$ cat config.mk
export PLATFORM = sky130hd
export DESIGN_NAME = dsp_startup_config_sequencer
export DESIGN_NICKNAME = d
export VERILOG_FILES = /design/src/rtl/dsp_startup_pkg.sv /design/src/rtl/dsp_startup_config_sequencer.sv /design/src/rtl/buffered_clock_pin_gen.sv
export SDC_FILE = /design/constraint.sdc
export NUM_CORES = 1
export LEC_CHECK = 0
export BUFFER_PORTS_ARGS = -buffer_cell sky130_fd_sc_hd__buf_2
export CAP_MARGIN = 10
export CORE_MARGIN = 10
export CORE_UTILIZATION = 38
export DETAILED_ROUTE_END_ITERATION = 10
export HOLD_SLACK_MARGIN = 0.08
export PLACE_DENSITY = 0.6
export SLEW_MARGIN = 20
export SYNTH_ARGS = -nofsm -noshare
export SYNTH_HDL_FRONTEND = slang
export SYNTH_SLANG_ARGS = --single-unit
$ cat constraint.sdc
create_clock -name sys_clk -period 3.35 [get_ports sys_clk]
set_clock_uncertainty 0.2 [all_clocks]
set_input_delay 0.67 -clock sys_clk [delete_from_list [all_inputs] [get_ports sys_clk]]
set_output_delay 0.67 -clock sys_clk [all_outputs]
set_load 0.03 [all_outputs]
$ cat src/rtl/dsp_startup_pkg.sv
//==============================================================
package dsp_startup_pkg;
  //==============================================================
  // register offsets
  localparam logic [15:0] ADDR_PLL_FEEDBACK_DIVIDER  = 16'hf000;
  localparam logic [15:0] ADDR_PLL_INPUT_PREDIVIDER  = 16'hf001;
  localparam logic [15:0] ADDR_CORE_CLOCK_SOURCE_SEL = 16'hf002;
  localparam logic [15:0] ADDR_PLL_RUN_BIT           = 16'hf003;
  localparam logic [15:0] ADDR_PLL_LOCK_STATUS       = 16'hf004;
  localparam logic [15:0] ADDR_CLOCK_OUTPUT_CONFIG   = 16'hf005;
  localparam logic [15:0] ADDR_SUBSYSTEM_POWER_A     = 16'hf050;
  localparam logic [15:0] ADDR_SUBSYSTEM_POWER_B     = 16'hf051;
  localparam logic [15:0] ADDR_HIBERNATE             = 16'hf400;
  localparam logic [15:0] ADDR_CORE_FRAME_TRIGGER    = 16'hf401;
  localparam logic [15:0] ADDR_CORE_RUN_CONTROL      = 16'hf402;
  localparam logic [15:0] ADDR_PROGRAM_ENTRY_POINT   = 16'hf404;
  localparam logic [15:0] ADDR_LOGIC_RESTART_CTL     = 16'hf890;
  localparam logic [15:0] ADDR_MEMORY_PAGE_SELECT    = 16'hf899;
  // addresses below this are memory, at and above are registers
  localparam logic [15:0] ADDR_REG_SPACE_BASE        = 16'hf000;
  //==============================================================
  // reset values
  localparam logic [15:0] RST_PLL_FEEDBACK_DIVIDER   = 16'h0060;
  localparam logic [15:0] RST_LOGIC_RESTART_CTL      = 16'h0001;
  localparam logic [15:0] RST_ZERO                   = 16'h0000;
  //==============================================================
  // field positions
  localparam int RUN_BIT_POS      = 0;
  localparam int LOCK_BIT_POS     = 0;
  localparam int BUFFERED_CLOCK_PIN_EN_POS    = 0;
  localparam int BUFFERED_CLOCK_PIN_SEL_LSB   = 1;
  localparam int BUFFERED_CLOCK_PIN_SEL_W     = 2;
  localparam int SPI_TOGGLE_COUNT = 3;
  //==============================================================
  // timing
  localparam int  SYS_CLK_HZ      = 50_000_000;
  localparam real PLL_LOCK_MS     = 10.666;
  localparam real CORE_INIT_US    = 50.0;
  // longest lock time rounds down, least init wait rounds up
  localparam int  PLL_LOCK_CYCLES = int'($floor(PLL_LOCK_MS * SYS_CLK_HZ / 1000.0));
  localparam int  CORE_INIT_CYCLES = int'($ceil(CORE_INIT_US * SYS_CLK_HZ / 1000000.0));
  typedef enum logic [1:0] {PLL_OFF, PLL_LOCKING, PLL_LOCKED} pll_state_e;
endpackage

$ cat src/rtl/dsp_startup_config_sequencer.sv
module dsp_startup_config_sequencer #(
  parameter int LOCK_CYCLES = dsp_startup_pkg::PLL_LOCK_CYCLES,
  parameter int INIT_CYCLES = dsp_startup_pkg::CORE_INIT_CYCLES
) (
  input  wire logic        sys_clk,
  input  wire logic        nrst,
  input  wire logic        slave_select_addr0_pin,
  input  wire logic [15:0] ctl_addr,
  input  wire logic [15:0] ctl_wdata,
  input  wire logic        ctl_wr,
  input  wire logic        ctl_rd,
  output logic [15:0]      ctl_rdata_q,
  output logic             ctl_ack_q,
  output logic             spi_mode_q,
  output logic             buffered_clock_pin,
  output logic             soft_reset_q,
  output logic             pll_locked_q,
  output logic             core_active_q,
  output logic             core_init_busy_q,
  output logic             mem_wr_q,
  output logic             mem_page_q,
  output logic [15:0]      mem_addr_q,
  output logic [15:0]      mem_wdata_q,
  output logic [15:0]      power_mask_a_q,
  output logic [15:0]      power_mask_b_q
);
  //==============================================================
  // state
  logic [15:0] fb_div_q, fb_div_d;
  logic [15:0] prediv_q, prediv_d;
  logic [15:0] clk_src_q, clk_src_d;
  logic [15:0] run_reg_q, run_reg_d;
  logic [15:0] buffered_clock_pin_cfg_q, buffered_clock_pin_cfg_d;
  logic [15:0] power_mask_a_d, power_mask_b_d;
  logic [15:0] hibernate_q, hibernate_d;
  logic [15:0] frame_trig_q, frame_trig_d;
  logic [15:0] core_run_q, core_run_d;
  logic [15:0] entry_q, entry_d;
  logic [15:0] restart_q, restart_d;
  logic [15:0] page_q, page_d;
  logic [15:0] ctl_rdata_d;
  logic        ctl_ack_d;
  logic        ss_prev_q, ss_prev_d;
  logic [1:0]  ss_rises_q, ss_rises_d;
  logic        cfg_started_q, cfg_started_d;
  logic        spi_mode_d;
  dsp_startup_pkg::pll_state_e pll_q, pll_d;
  logic [31:0] lock_cnt_q, lock_cnt_d;
  logic [31:0] init_cnt_q, init_cnt_d;
  logic        core_init_busy_d;
  logic        core_active_d;
  logic        mem_wr_d;
  logic [15:0] mem_addr_d, mem_wdata_d;
  logic        wr_ok;
  logic        reg_wr;

  //==============================================================
  // control port, register file, PLL and core sequencing
  always_comb begin
    fb_div_d       = fb_div_q;
    prediv_d       = prediv_q;
    clk_src_d      = clk_src_q;
    run_reg_d      = run_reg_q;
    buffered_clock_pin_cfg_d   = buffered_clock_pin_cfg_q;
    power_mask_a_d = power_mask_a_q;
    power_mask_b_d = power_mask_b_q;
    hibernate_d    = hibernate_q;
    frame_trig_d   = frame_trig_q;
    core_run_d     = core_run_q;
    entry_d        = entry_q;
    restart_d      = restart_q;
    page_d         = page_q;
    ctl_rdata_d    = ctl_rdata_q;
    ctl_ack_d      = ctl_wr | ctl_rd;
    ss_prev_d      = slave_select_addr0_pin;
    ss_rises_d     = ss_rises_q;
    cfg_started_d  = cfg_started_q;
    spi_mode_d     = spi_mode_q;
    pll_d          = pll_q;
    lock_cnt_d     = lock_cnt_q;
    init_cnt_d     = init_cnt_q;
    mem_wr_d       = 1'b0;
    mem_addr_d     = mem_addr_q;
    mem_wdata_d    = mem_wdata_q;
    // writes are dropped while the PLL relocks; the port still answers
    wr_ok  = ctl_wr && (pll_q != dsp_startup_pkg::PLL_LOCKING);
    reg_wr = wr_ok && (ctl_addr >= dsp_startup_pkg::ADDR_REG_SPACE_BASE);

    // mode pin only counts until the first configuration write
    if (!cfg_started_q && slave_select_addr0_pin && !ss_prev_q) begin
      if (ss_rises_q == 2'(dsp_startup_pkg::SPI_TOGGLE_COUNT - 1))
        spi_mode_d = 1'b1;
      else
        ss_rises_d = ss_rises_q + 2'd1;
    end
    if (ctl_wr)
      cfg_started_d = 1'b1;

    // lock timer models the worst-case acquisition time
    unique case (pll_q)
      dsp_startup_pkg::PLL_OFF: ;
      dsp_startup_pkg::PLL_LOCKING: begin
        if (lock_cnt_q <= 32'd1)
          pll_d = dsp_startup_pkg::PLL_LOCKED;
        else
          lock_cnt_d = lock_cnt_q - 32'd1;
      end
      dsp_startup_pkg::PLL_LOCKED: ;
    endcase

    if (init_cnt_q != 32'd0)
      init_cnt_d = init_cnt_q - 32'd1;

    if (wr_ok && !reg_wr) begin
      // memory writes carry bit 0 of the selected page out to the memory arrays
      mem_wr_d    = 1'b1;
      mem_addr_d  = ctl_addr;
      mem_wdata_d = ctl_wdata;
    end

    if (reg_wr) begin
      unique case (ctl_addr)
        dsp_startup_pkg::ADDR_PLL_FEEDBACK_DIVIDER:  fb_div_d = ctl_wdata;
        dsp_startup_pkg::ADDR_PLL_INPUT_PREDIVIDER:  prediv_d = ctl_wdata;
        dsp_startup_pkg::ADDR_CORE_CLOCK_SOURCE_SEL: clk_src_d = ctl_wdata;
        dsp_startup_pkg::ADDR_PLL_RUN_BIT: begin
          run_reg_d = ctl_wdata;
          if (ctl_wdata[dsp_startup_pkg::RUN_BIT_POS]) begin
            pll_d      = dsp_startup_pkg::PLL_LOCKING;
            lock_cnt_d = 32'(LOCK_CYCLES);
          end else begin
            pll_d = dsp_startup_pkg::PLL_OFF;
          end
        end
        dsp_startup_pkg::ADDR_CLOCK_OUTPUT_CONFIG:   buffered_clock_pin_cfg_d = ctl_wdata;
        dsp_startup_pkg::ADDR_SUBSYSTEM_POWER_A:     power_mask_a_d = ctl_wdata;
        dsp_startup_pkg::ADDR_SUBSYSTEM_POWER_B:     power_mask_b_d = ctl_wdata;
        dsp_startup_pkg::ADDR_HIBERNATE:             hibernate_d = ctl_wdata;
        dsp_startup_pkg::ADDR_CORE_FRAME_TRIGGER:    frame_trig_d = ctl_wdata;
        dsp_startup_pkg::ADDR_CORE_RUN_CONTROL: begin
          core_run_d = ctl_wdata;
          if (ctl_wdata[dsp_startup_pkg::RUN_BIT_POS] && !core_run_q[dsp_startup_pkg::RUN_BIT_POS])
            init_cnt_d = 32'(INIT_CYCLES);
          else if (!ctl_wdata[dsp_startup_pkg::RUN_BIT_POS])
            init_cnt_d = 32'd0;
        end
        dsp_startup_pkg::ADDR_PROGRAM_ENTRY_POINT:   entry_d = ctl_wdata;
        dsp_startup_pkg::ADDR_LOGIC_RESTART_CTL:     restart_d = ctl_wdata;
        dsp_startup_pkg::ADDR_MEMORY_PAGE_SELECT:    page_d = ctl_wdata;
        default: ;
      endcase
    end

    if (ctl_rd) begin
      unique case (ctl_addr)
        dsp_startup_pkg::ADDR_PLL_FEEDBACK_DIVIDER:  ctl_rdata_d = fb_div_q;
        dsp_startup_pkg::ADDR_PLL_INPUT_PREDIVIDER:  ctl_rdata_d = prediv_q;
        dsp_startup_pkg::ADDR_CORE_CLOCK_SOURCE_SEL: ctl_rdata_d = clk_src_q;
        dsp_startup_pkg::ADDR_PLL_RUN_BIT:           ctl_rdata_d = run_reg_q;
        dsp_startup_pkg::ADDR_PLL_LOCK_STATUS: begin
          ctl_rdata_d = 16'h0000;
          ctl_rdata_d[dsp_startup_pkg::LOCK_BIT_POS] = (pll_q == dsp_startup_pkg::PLL_LOCKED);
        end
        dsp_startup_pkg::ADDR_CLOCK_OUTPUT_CONFIG:   ctl_rdata_d = buffered_clock_pin_cfg_q;
        dsp_startup_pkg::ADDR_SUBSYSTEM_POWER_A:     ctl_rdata_d = power_mask_a_q;
        dsp_startup_pkg::ADDR_SUBSYSTEM_POWER_B:     ctl_rdata_d = power_mask_b_q;
        dsp_startup_pkg::ADDR_HIBERNATE:             ctl_rdata_d = hibernate_q;
        dsp_startup_pkg::ADDR_CORE_FRAME_TRIGGER:    ctl_rdata_d = frame_trig_q;
        dsp_startup_pkg::ADDR_CORE_RUN_CONTROL:      ctl_rdata_d = core_run_q;
        dsp_startup_pkg::ADDR_PROGRAM_ENTRY_POINT:   ctl_rdata_d = entry_q;
        dsp_startup_pkg::ADDR_LOGIC_RESTART_CTL:     ctl_rdata_d = restart_q;
        dsp_startup_pkg::ADDR_MEMORY_PAGE_SELECT:    ctl_rdata_d = page_q;
        default:                                     ctl_rdata_d = 16'h0000;
      endcase
    end

    core_init_busy_d = (init_cnt_d != 32'd0);
    core_active_d    = core_run_d[dsp_startup_pkg::RUN_BIT_POS] && !hibernate_d[dsp_startup_pkg::RUN_BIT_POS];
  end

  always_ff @(posedge sys_clk or negedge nrst) begin
    if (!nrst) begin
      // 96 on the divide-by-4 prescaled input gives a core clock of 24x the input
      fb_div_q         <= dsp_startup_pkg::RST_PLL_FEEDBACK_DIVIDER;
      prediv_q         <= dsp_startup_pkg::RST_ZERO;
      clk_src_q        <= dsp_startup_pkg::RST_ZERO;
      run_reg_q        <= dsp_startup_pkg::RST_ZERO;
      buffered_clock_pin_cfg_q     <= dsp_startup_pkg::RST_ZERO;
      power_mask_a_q   <= dsp_startup_pkg::RST_ZERO;
      power_mask_b_q   <= dsp_startup_pkg::RST_ZERO;
      hibernate_q      <= dsp_startup_pkg::RST_ZERO;
      frame_trig_q     <= dsp_startup_pkg::RST_ZERO;
      core_run_q       <= dsp_startup_pkg::RST_ZERO;
      entry_q          <= dsp_startup_pkg::RST_ZERO;
      restart_q        <= dsp_startup_pkg::RST_LOGIC_RESTART_CTL;
      page_q           <= dsp_startup_pkg::RST_ZERO;
      ctl_rdata_q      <= 16'h0000;
      ctl_ack_q        <= 1'b0;
      ss_prev_q        <= 1'b0;
      ss_rises_q       <= 2'd0;
      cfg_started_q    <= 1'b0;
      spi_mode_q       <= 1'b0;
      pll_q            <= dsp_startup_pkg::PLL_OFF;
      lock_cnt_q       <= 32'd0;
      init_cnt_q       <= 32'd0;
      pll_locked_q     <= 1'b0;
      soft_reset_q     <= 1'b0;
      core_active_q    <= 1'b0;
      core_init_busy_q <= 1'b0;
      mem_wr_q         <= 1'b0;
      mem_page_q       <= 1'b0;
      mem_addr_q       <= 16'h0000;
      mem_wdata_q      <= 16'h0000;
    end else begin
      fb_div_q         <= fb_div_d;
      prediv_q         <= prediv_d;
      clk_src_q        <= clk_src_d;
      run_reg_q        <= run_reg_d;
      buffered_clock_pin_cfg_q     <= buffered_clock_pin_cfg_d;
      power_mask_a_q   <= power_mask_a_d;
      power_mask_b_q   <= power_mask_b_d;
      hibernate_q      <= hibernate_d;
      frame_trig_q     <= frame_trig_d;
      core_run_q       <= core_run_d;
      entry_q          <= entry_d;
      restart_q        <= restart_d;
      page_q           <= page_d;
      ctl_rdata_q      <= ctl_rdata_d;
      ctl_ack_q        <= ctl_ack_d;
      ss_prev_q        <= ss_prev_d;
      ss_rises_q       <= ss_rises_d;
      cfg_started_q    <= cfg_started_d;
      spi_mode_q       <= spi_mode_d;
      pll_q            <= pll_d;
      lock_cnt_q       <= lock_cnt_d;
      init_cnt_q       <= init_cnt_d;
      pll_locked_q     <= (pll_d == dsp_startup_pkg::PLL_LOCKED);
      soft_reset_q     <= !restart_d[dsp_startup_pkg::RUN_BIT_POS];
      core_active_q    <= core_active_d;
      core_init_busy_q <= core_init_busy_d;
      mem_wr_q         <= mem_wr_d;
      mem_page_q       <= page_d[0];
      mem_addr_q       <= mem_addr_d;
      mem_wdata_q      <= mem_wdata_d;
    end
  end

  //==============================================================
  // buffered clock output, steered only by its config register
  buffered_clock_pin_gen #(
    .SEL_W (dsp_startup_pkg::BUFFERED_CLOCK_PIN_SEL_W)
  ) u_buffered_clock_pin (
    .sys_clk   (sys_clk),
    .nrst      (nrst),
    .enable    (buffered_clock_pin_cfg_q[dsp_startup_pkg::BUFFERED_CLOCK_PIN_EN_POS]),
    .sel       (buffered_clock_pin_cfg_q[dsp_startup_pkg::BUFFERED_CLOCK_PIN_SEL_LSB +: dsp_startup_pkg::BUFFERED_CLOCK_PIN_SEL_W]),
    .clk_out_q (buffered_clock_pin)
  );
endmodule

$ cat src/rtl/buffered_clock_pin_gen.sv
// divides sys_clk for the buffered clock pin; half period is 2^sel cycles
module buffered_clock_pin_gen #(
  parameter int SEL_W = 2
) (
  input  wire logic             sys_clk,
  input  wire logic             nrst,
  input  wire logic             enable,
  input  wire logic [SEL_W-1:0] sel,
  output logic                  clk_out_q
);
  localparam int CNT_W = (1 << SEL_W) + 1;
  logic [CNT_W-1:0] cnt_q;
  logic [CNT_W-1:0] cnt_d;
  logic             clk_out_d;
  logic [CNT_W-1:0] half;

  always_comb begin
    half      = CNT_W'(1) << sel;
    cnt_d     = cnt_q + CNT_W'(1);
    clk_out_d = clk_out_q;
    if (!enable) begin
      // pin parks low on the next clock after disable, cutting any high phase short
      cnt_d     = '0;
      clk_out_d = 1'b0;
    end else if (cnt_d >= half) begin
      cnt_d     = '0;
      clk_out_d = ~clk_out_q;
    end
  end

  always_ff @(posedge sys_clk or negedge nrst) begin
    if (!nrst) begin
      cnt_q     <= '0;
      clk_out_q <= 1'b0;
    end else begin
      cnt_q     <= cnt_d;
      clk_out_q <= clk_out_d;
    end
  end
endmodule

==> impl_metrics.tcl <==
set metrics [dict create \
    clk_path_buf_depth 3 \
    ys_types 69 \
    setup.worst_path.end_class "flip-flop" \
    syn_inst 1371 \
    coreArea_um2 39700 \
    synth_top_area_cell "dfrtp_1" \
    grt_antenna_before_repair 1 \
    tritoncts "done" \
    worst_pin_slew_ps 752 \
    final.period_utilization 1.04 \
    grt_usage 0.192 \
    worstPathMaxFanout 4 \
    firstDrtPassIters 5 \
    ys.warnings.count 0 \
    rows 73 \
    nNetsFinal 1660 \
    rsz0062_at_grt "true" \
    leakage_nw 9.07 \
    start_util 0.384 \
    grt-ovfl-total 0 \
    grt_pass1_vias 12300 \
    numCtsBuffers 38 \
    synth_edf_count 0 \
    diodes 0 \
    drc 0 \
    min_period_ps 3480 \
    die_x_um 220 \
    ant_nets 0 \
    clk_pin_slew_ps 70 \
    crit_path_frequent_cell "buf_4" \
    dp_hpwl_mm 31.8 \
    setup_ws_ps -127 \
    fin_tns_setup_ps -127 \
    synth_top_area_frac 0.551 \
    syn_to_final_growth_pct 24.9 \
    fillers 3667 \
    cp_slowest_cell "or4_4" \
    fmaxAchievable_mhz 288 \
    wl_per_cell_um 21.4 \
    dieArea_um2 48600 \
    outcome "finished, violations left" \
    required_ps 3560 \
    setup_violations 1 \
    yosysMostFrequentCell "dfrtp_1" \
    ir_drop_uv 340 \
    cts_root_buffer "clkbuf_16" \
    critPathMaxStageDelay_ps 500 \
    via_count 12000 \
    power_density_nw_per_um2 475 \
    synthTopCellsByArea "dfrtp_1 55%, mux2_2 13%, nand2_1 4.9%" \
    ys_seq_area_frac 0.556 \
    fp.dieH_um 220 \
    synth_ff_type "dfrtp_1" \
    crit_arrival_ps 3690 \
    routabilityCongestion 0.832 \
    vias_per_cell 5.53 \
    grt_max_degree 74 \
    syn-num-nets 1418 \
    final_area_um2 19100 \
    synth_common_cells "336 x dfrtp_1, 201 x nand2_1, 181 x mux2_2" \
    cts_max_level 2 \
    io_buffers 125 \
    ys_seq_elements 339 \
    cts.sinks 339 \
    synth_area_um2 15300 \
    syn_avg_cell_area_um2 11.1 \
    grt_pass1_wl_mm 72.5 \
    worstSkewPairLatency_ps 540 \
    slew_headroom 0.497 \
    drive_gt1_frac 0.340 \
    worstPathCellList "inv_2 > buf_4 > ha_4 > or4b_4 > nor4_4 > buf_4 > o21ai_4 > buf_4 > o31a_1 > o31ai_2 > nand4b_1 > or4_4 > or3_1" \
    final_cells 2167 \
    cp-start-kind "flip-flop" \
    slew_violations 0 \
    failed_checks "setup timing" \
    place_inst 2088 \
    finalHoldViolations 0 \
    drt_iter0_markers 929 \
    placed_cell_area_um2 17600 \
    ys_async_sr_fraction 1.00 \
    critPathKind "flip-flop to flip-flop" \
    pin_count 126 \
    cap_violations 0 \
    hold_path_class "input port to flip-flop" \
    drt_wl_total_mm 46.4 \
]
per-stage QoR:
step / hold WS [ps] / setup slack (ps) / util / power, mW
after floorplan: 174 / 27.5 / - / 4.49
after CTS: 125 / -65.0 / 0.479 / 9.16
after global routing: 142 / -231 / 0.480 / 9.38
after detailed placement: 257 / -155 / 0.443 / 4.77
after global placement: 241 / -148 / 0.443 / 4.77
final: 138 / -127 / 0.480 / 9.06
final cells by class:
cell class                 instances  area [µm²]  share of cell area
clock buffer                      53        1080              0.0565
clock inverter                    16         231              0.0121
tap                              525         657              0.0344
sequential                       339        8490               0.445
inverter                          37         139             0.00728
timing repair buffer             282        2030               0.106
multi-input combinational        915        6460               0.339
cell usage in the layout (no fill, tap or decap), types with 6 or more instances in the layout:
| cell | instances |
|---|---|
| a222oi_1 | 30 |
| nand3b_1 | 7 |
| buf_2 | 124 |
| a21oi_1 | 34 |
| xor2_1 | 12 |
| o22ai_1 | 18 |
| a22o_1 | 14 |
| clkbuf_1 | 9 |
| ha_1 | 9 |
| buf_12 | 16 |
| nand4_1 | 22 |
| clkinv_2 | 8 |
| nand2b_1 | 7 |
| and3_1 | 10 |
| a22oi_1 | 25 |
| mux2_2 | 181 |
| nand2_1 | 201 |
| buf_4 | 137 |
| clkbuf_16 | 39 |
| or3_1 | 18 |
| dfrtp_1 | 336 |
| nand3_1 | 29 |
| a221oi_1 | 12 |
| nor3_1 | 28 |
| nor4_1 | 16 |
| nor2_1 | 88 |
| xnor2_1 | 25 |
| nor2b_1 | 7 |
| inv_1 | 35 |
| o21ai_0 | 18 |
| o211ai_1 | 6 |
| or4_1 | 9 |
metal layers:
layer	up-vias	part of all wire	track usage	routed length, µm
met5	-	0.00026	0	12
met4	2	0.025	0.0584	1150
met3	71	0.070	0.0355	3250
met2	387	0.46	0.307	21600
met1	6084	0.44	0.261	20400
li1	5431	-	-	-
power breakdown:
group	switching, mW	internal [mW]	leakage [nW]	total, mW
clock	1.72	2.65	0.647	4.37
combinational	0.364	0.149	4.07	0.513
sequential	0.0302	4.15	4.36	4.18
total	2.11	6.95	9.07	9.06
repair_timing:
| item | 4_1_cts | 5_1_grt |
|---|---|---|
| gates resized for setup | 18 | 3 |
| pin swaps | 9 | 8 |
| hold buffers | 2 | 0 |
| setup buffers | 7 | 3 |
| hold endpoints to repair | 68 | 0 |
| setup endpoints to repair | 1 | 1 |
worst max-delay path: cells and delay by family (launching register included):
family                     cells  cell delay [ps]
buffers and inverters          4              490
DFF                            1              400
and+or+nand+nor                5             1620
AOI/OAI and AO/OA              3              520
adders and majority gates      1              120
flip-flops by register name (all words and copies together), names as in the netlist, 2 cells and up:
name / count
init_cnt_q: 32
prediv_q: 16
ctl_rdata_q: 16
frame_trig_q: 16
buffered_clock_pin_cfg_q: 16
u_buffered_clock_pin.cnt_q: 5
power_mask_a_q: 16
lock_cnt_q: 32
core_run_q: 16
pll_q: 2
page_q: 16
clk_src_q: 16
mem_wdata_q: 16
entry_q: 16
power_mask_b_q: 16
fb_div_q: 16
run_reg_q: 16
hibernate_q: 16
ss_rises_q: 2
restart_q: 16
mem_addr_q: 16
logic make-up after synthesis:
| group | share of synthesized area |
|---|---|
| DFF | 0.556 |
| and+or+nand+nor | 0.154 |
| other | 0.000246 |
| xor gates and xnor gates | 0.0224 |
| adders and majority gates | 0.00819 |
| buffers and inverters | 0.0290 |
| AOI/OAI and AO/OA | 0.0953 |
| muxes | 0.135 |
path summary, 6_finish.rpt:
kind | cells after the start | endpoint | start | slack (ps)
setup / recovery | 13 | core_init_busy_q$_DFF_PN0_ | init_cnt_q[1]$_DFF_PN0_ | -130
hold / removal | 3 | mem_addr_q[5]$_DFFE_PN0P_ | ctl_addr[5] | 140
setup reg to reg | 13 | core_init_busy_q$_DFF_PN0_ | init_cnt_q[1]$_DFF_PN0_ | -130
hold reg to reg | 1 | spi_mode_q$_DFFE_PN0P_ | spi_mode_q$_DFFE_PN0P_ | 260
max in group asynchronous | 3 | fb_div_q[6]$_DFFE_PN1P_ | nrst | 1570
min in group asynchronous | 2 | lock_cnt_q[30]$_DFF_PN0_ | nrst | 500
No activity file was read; power rests on OpenSTA's default activity.
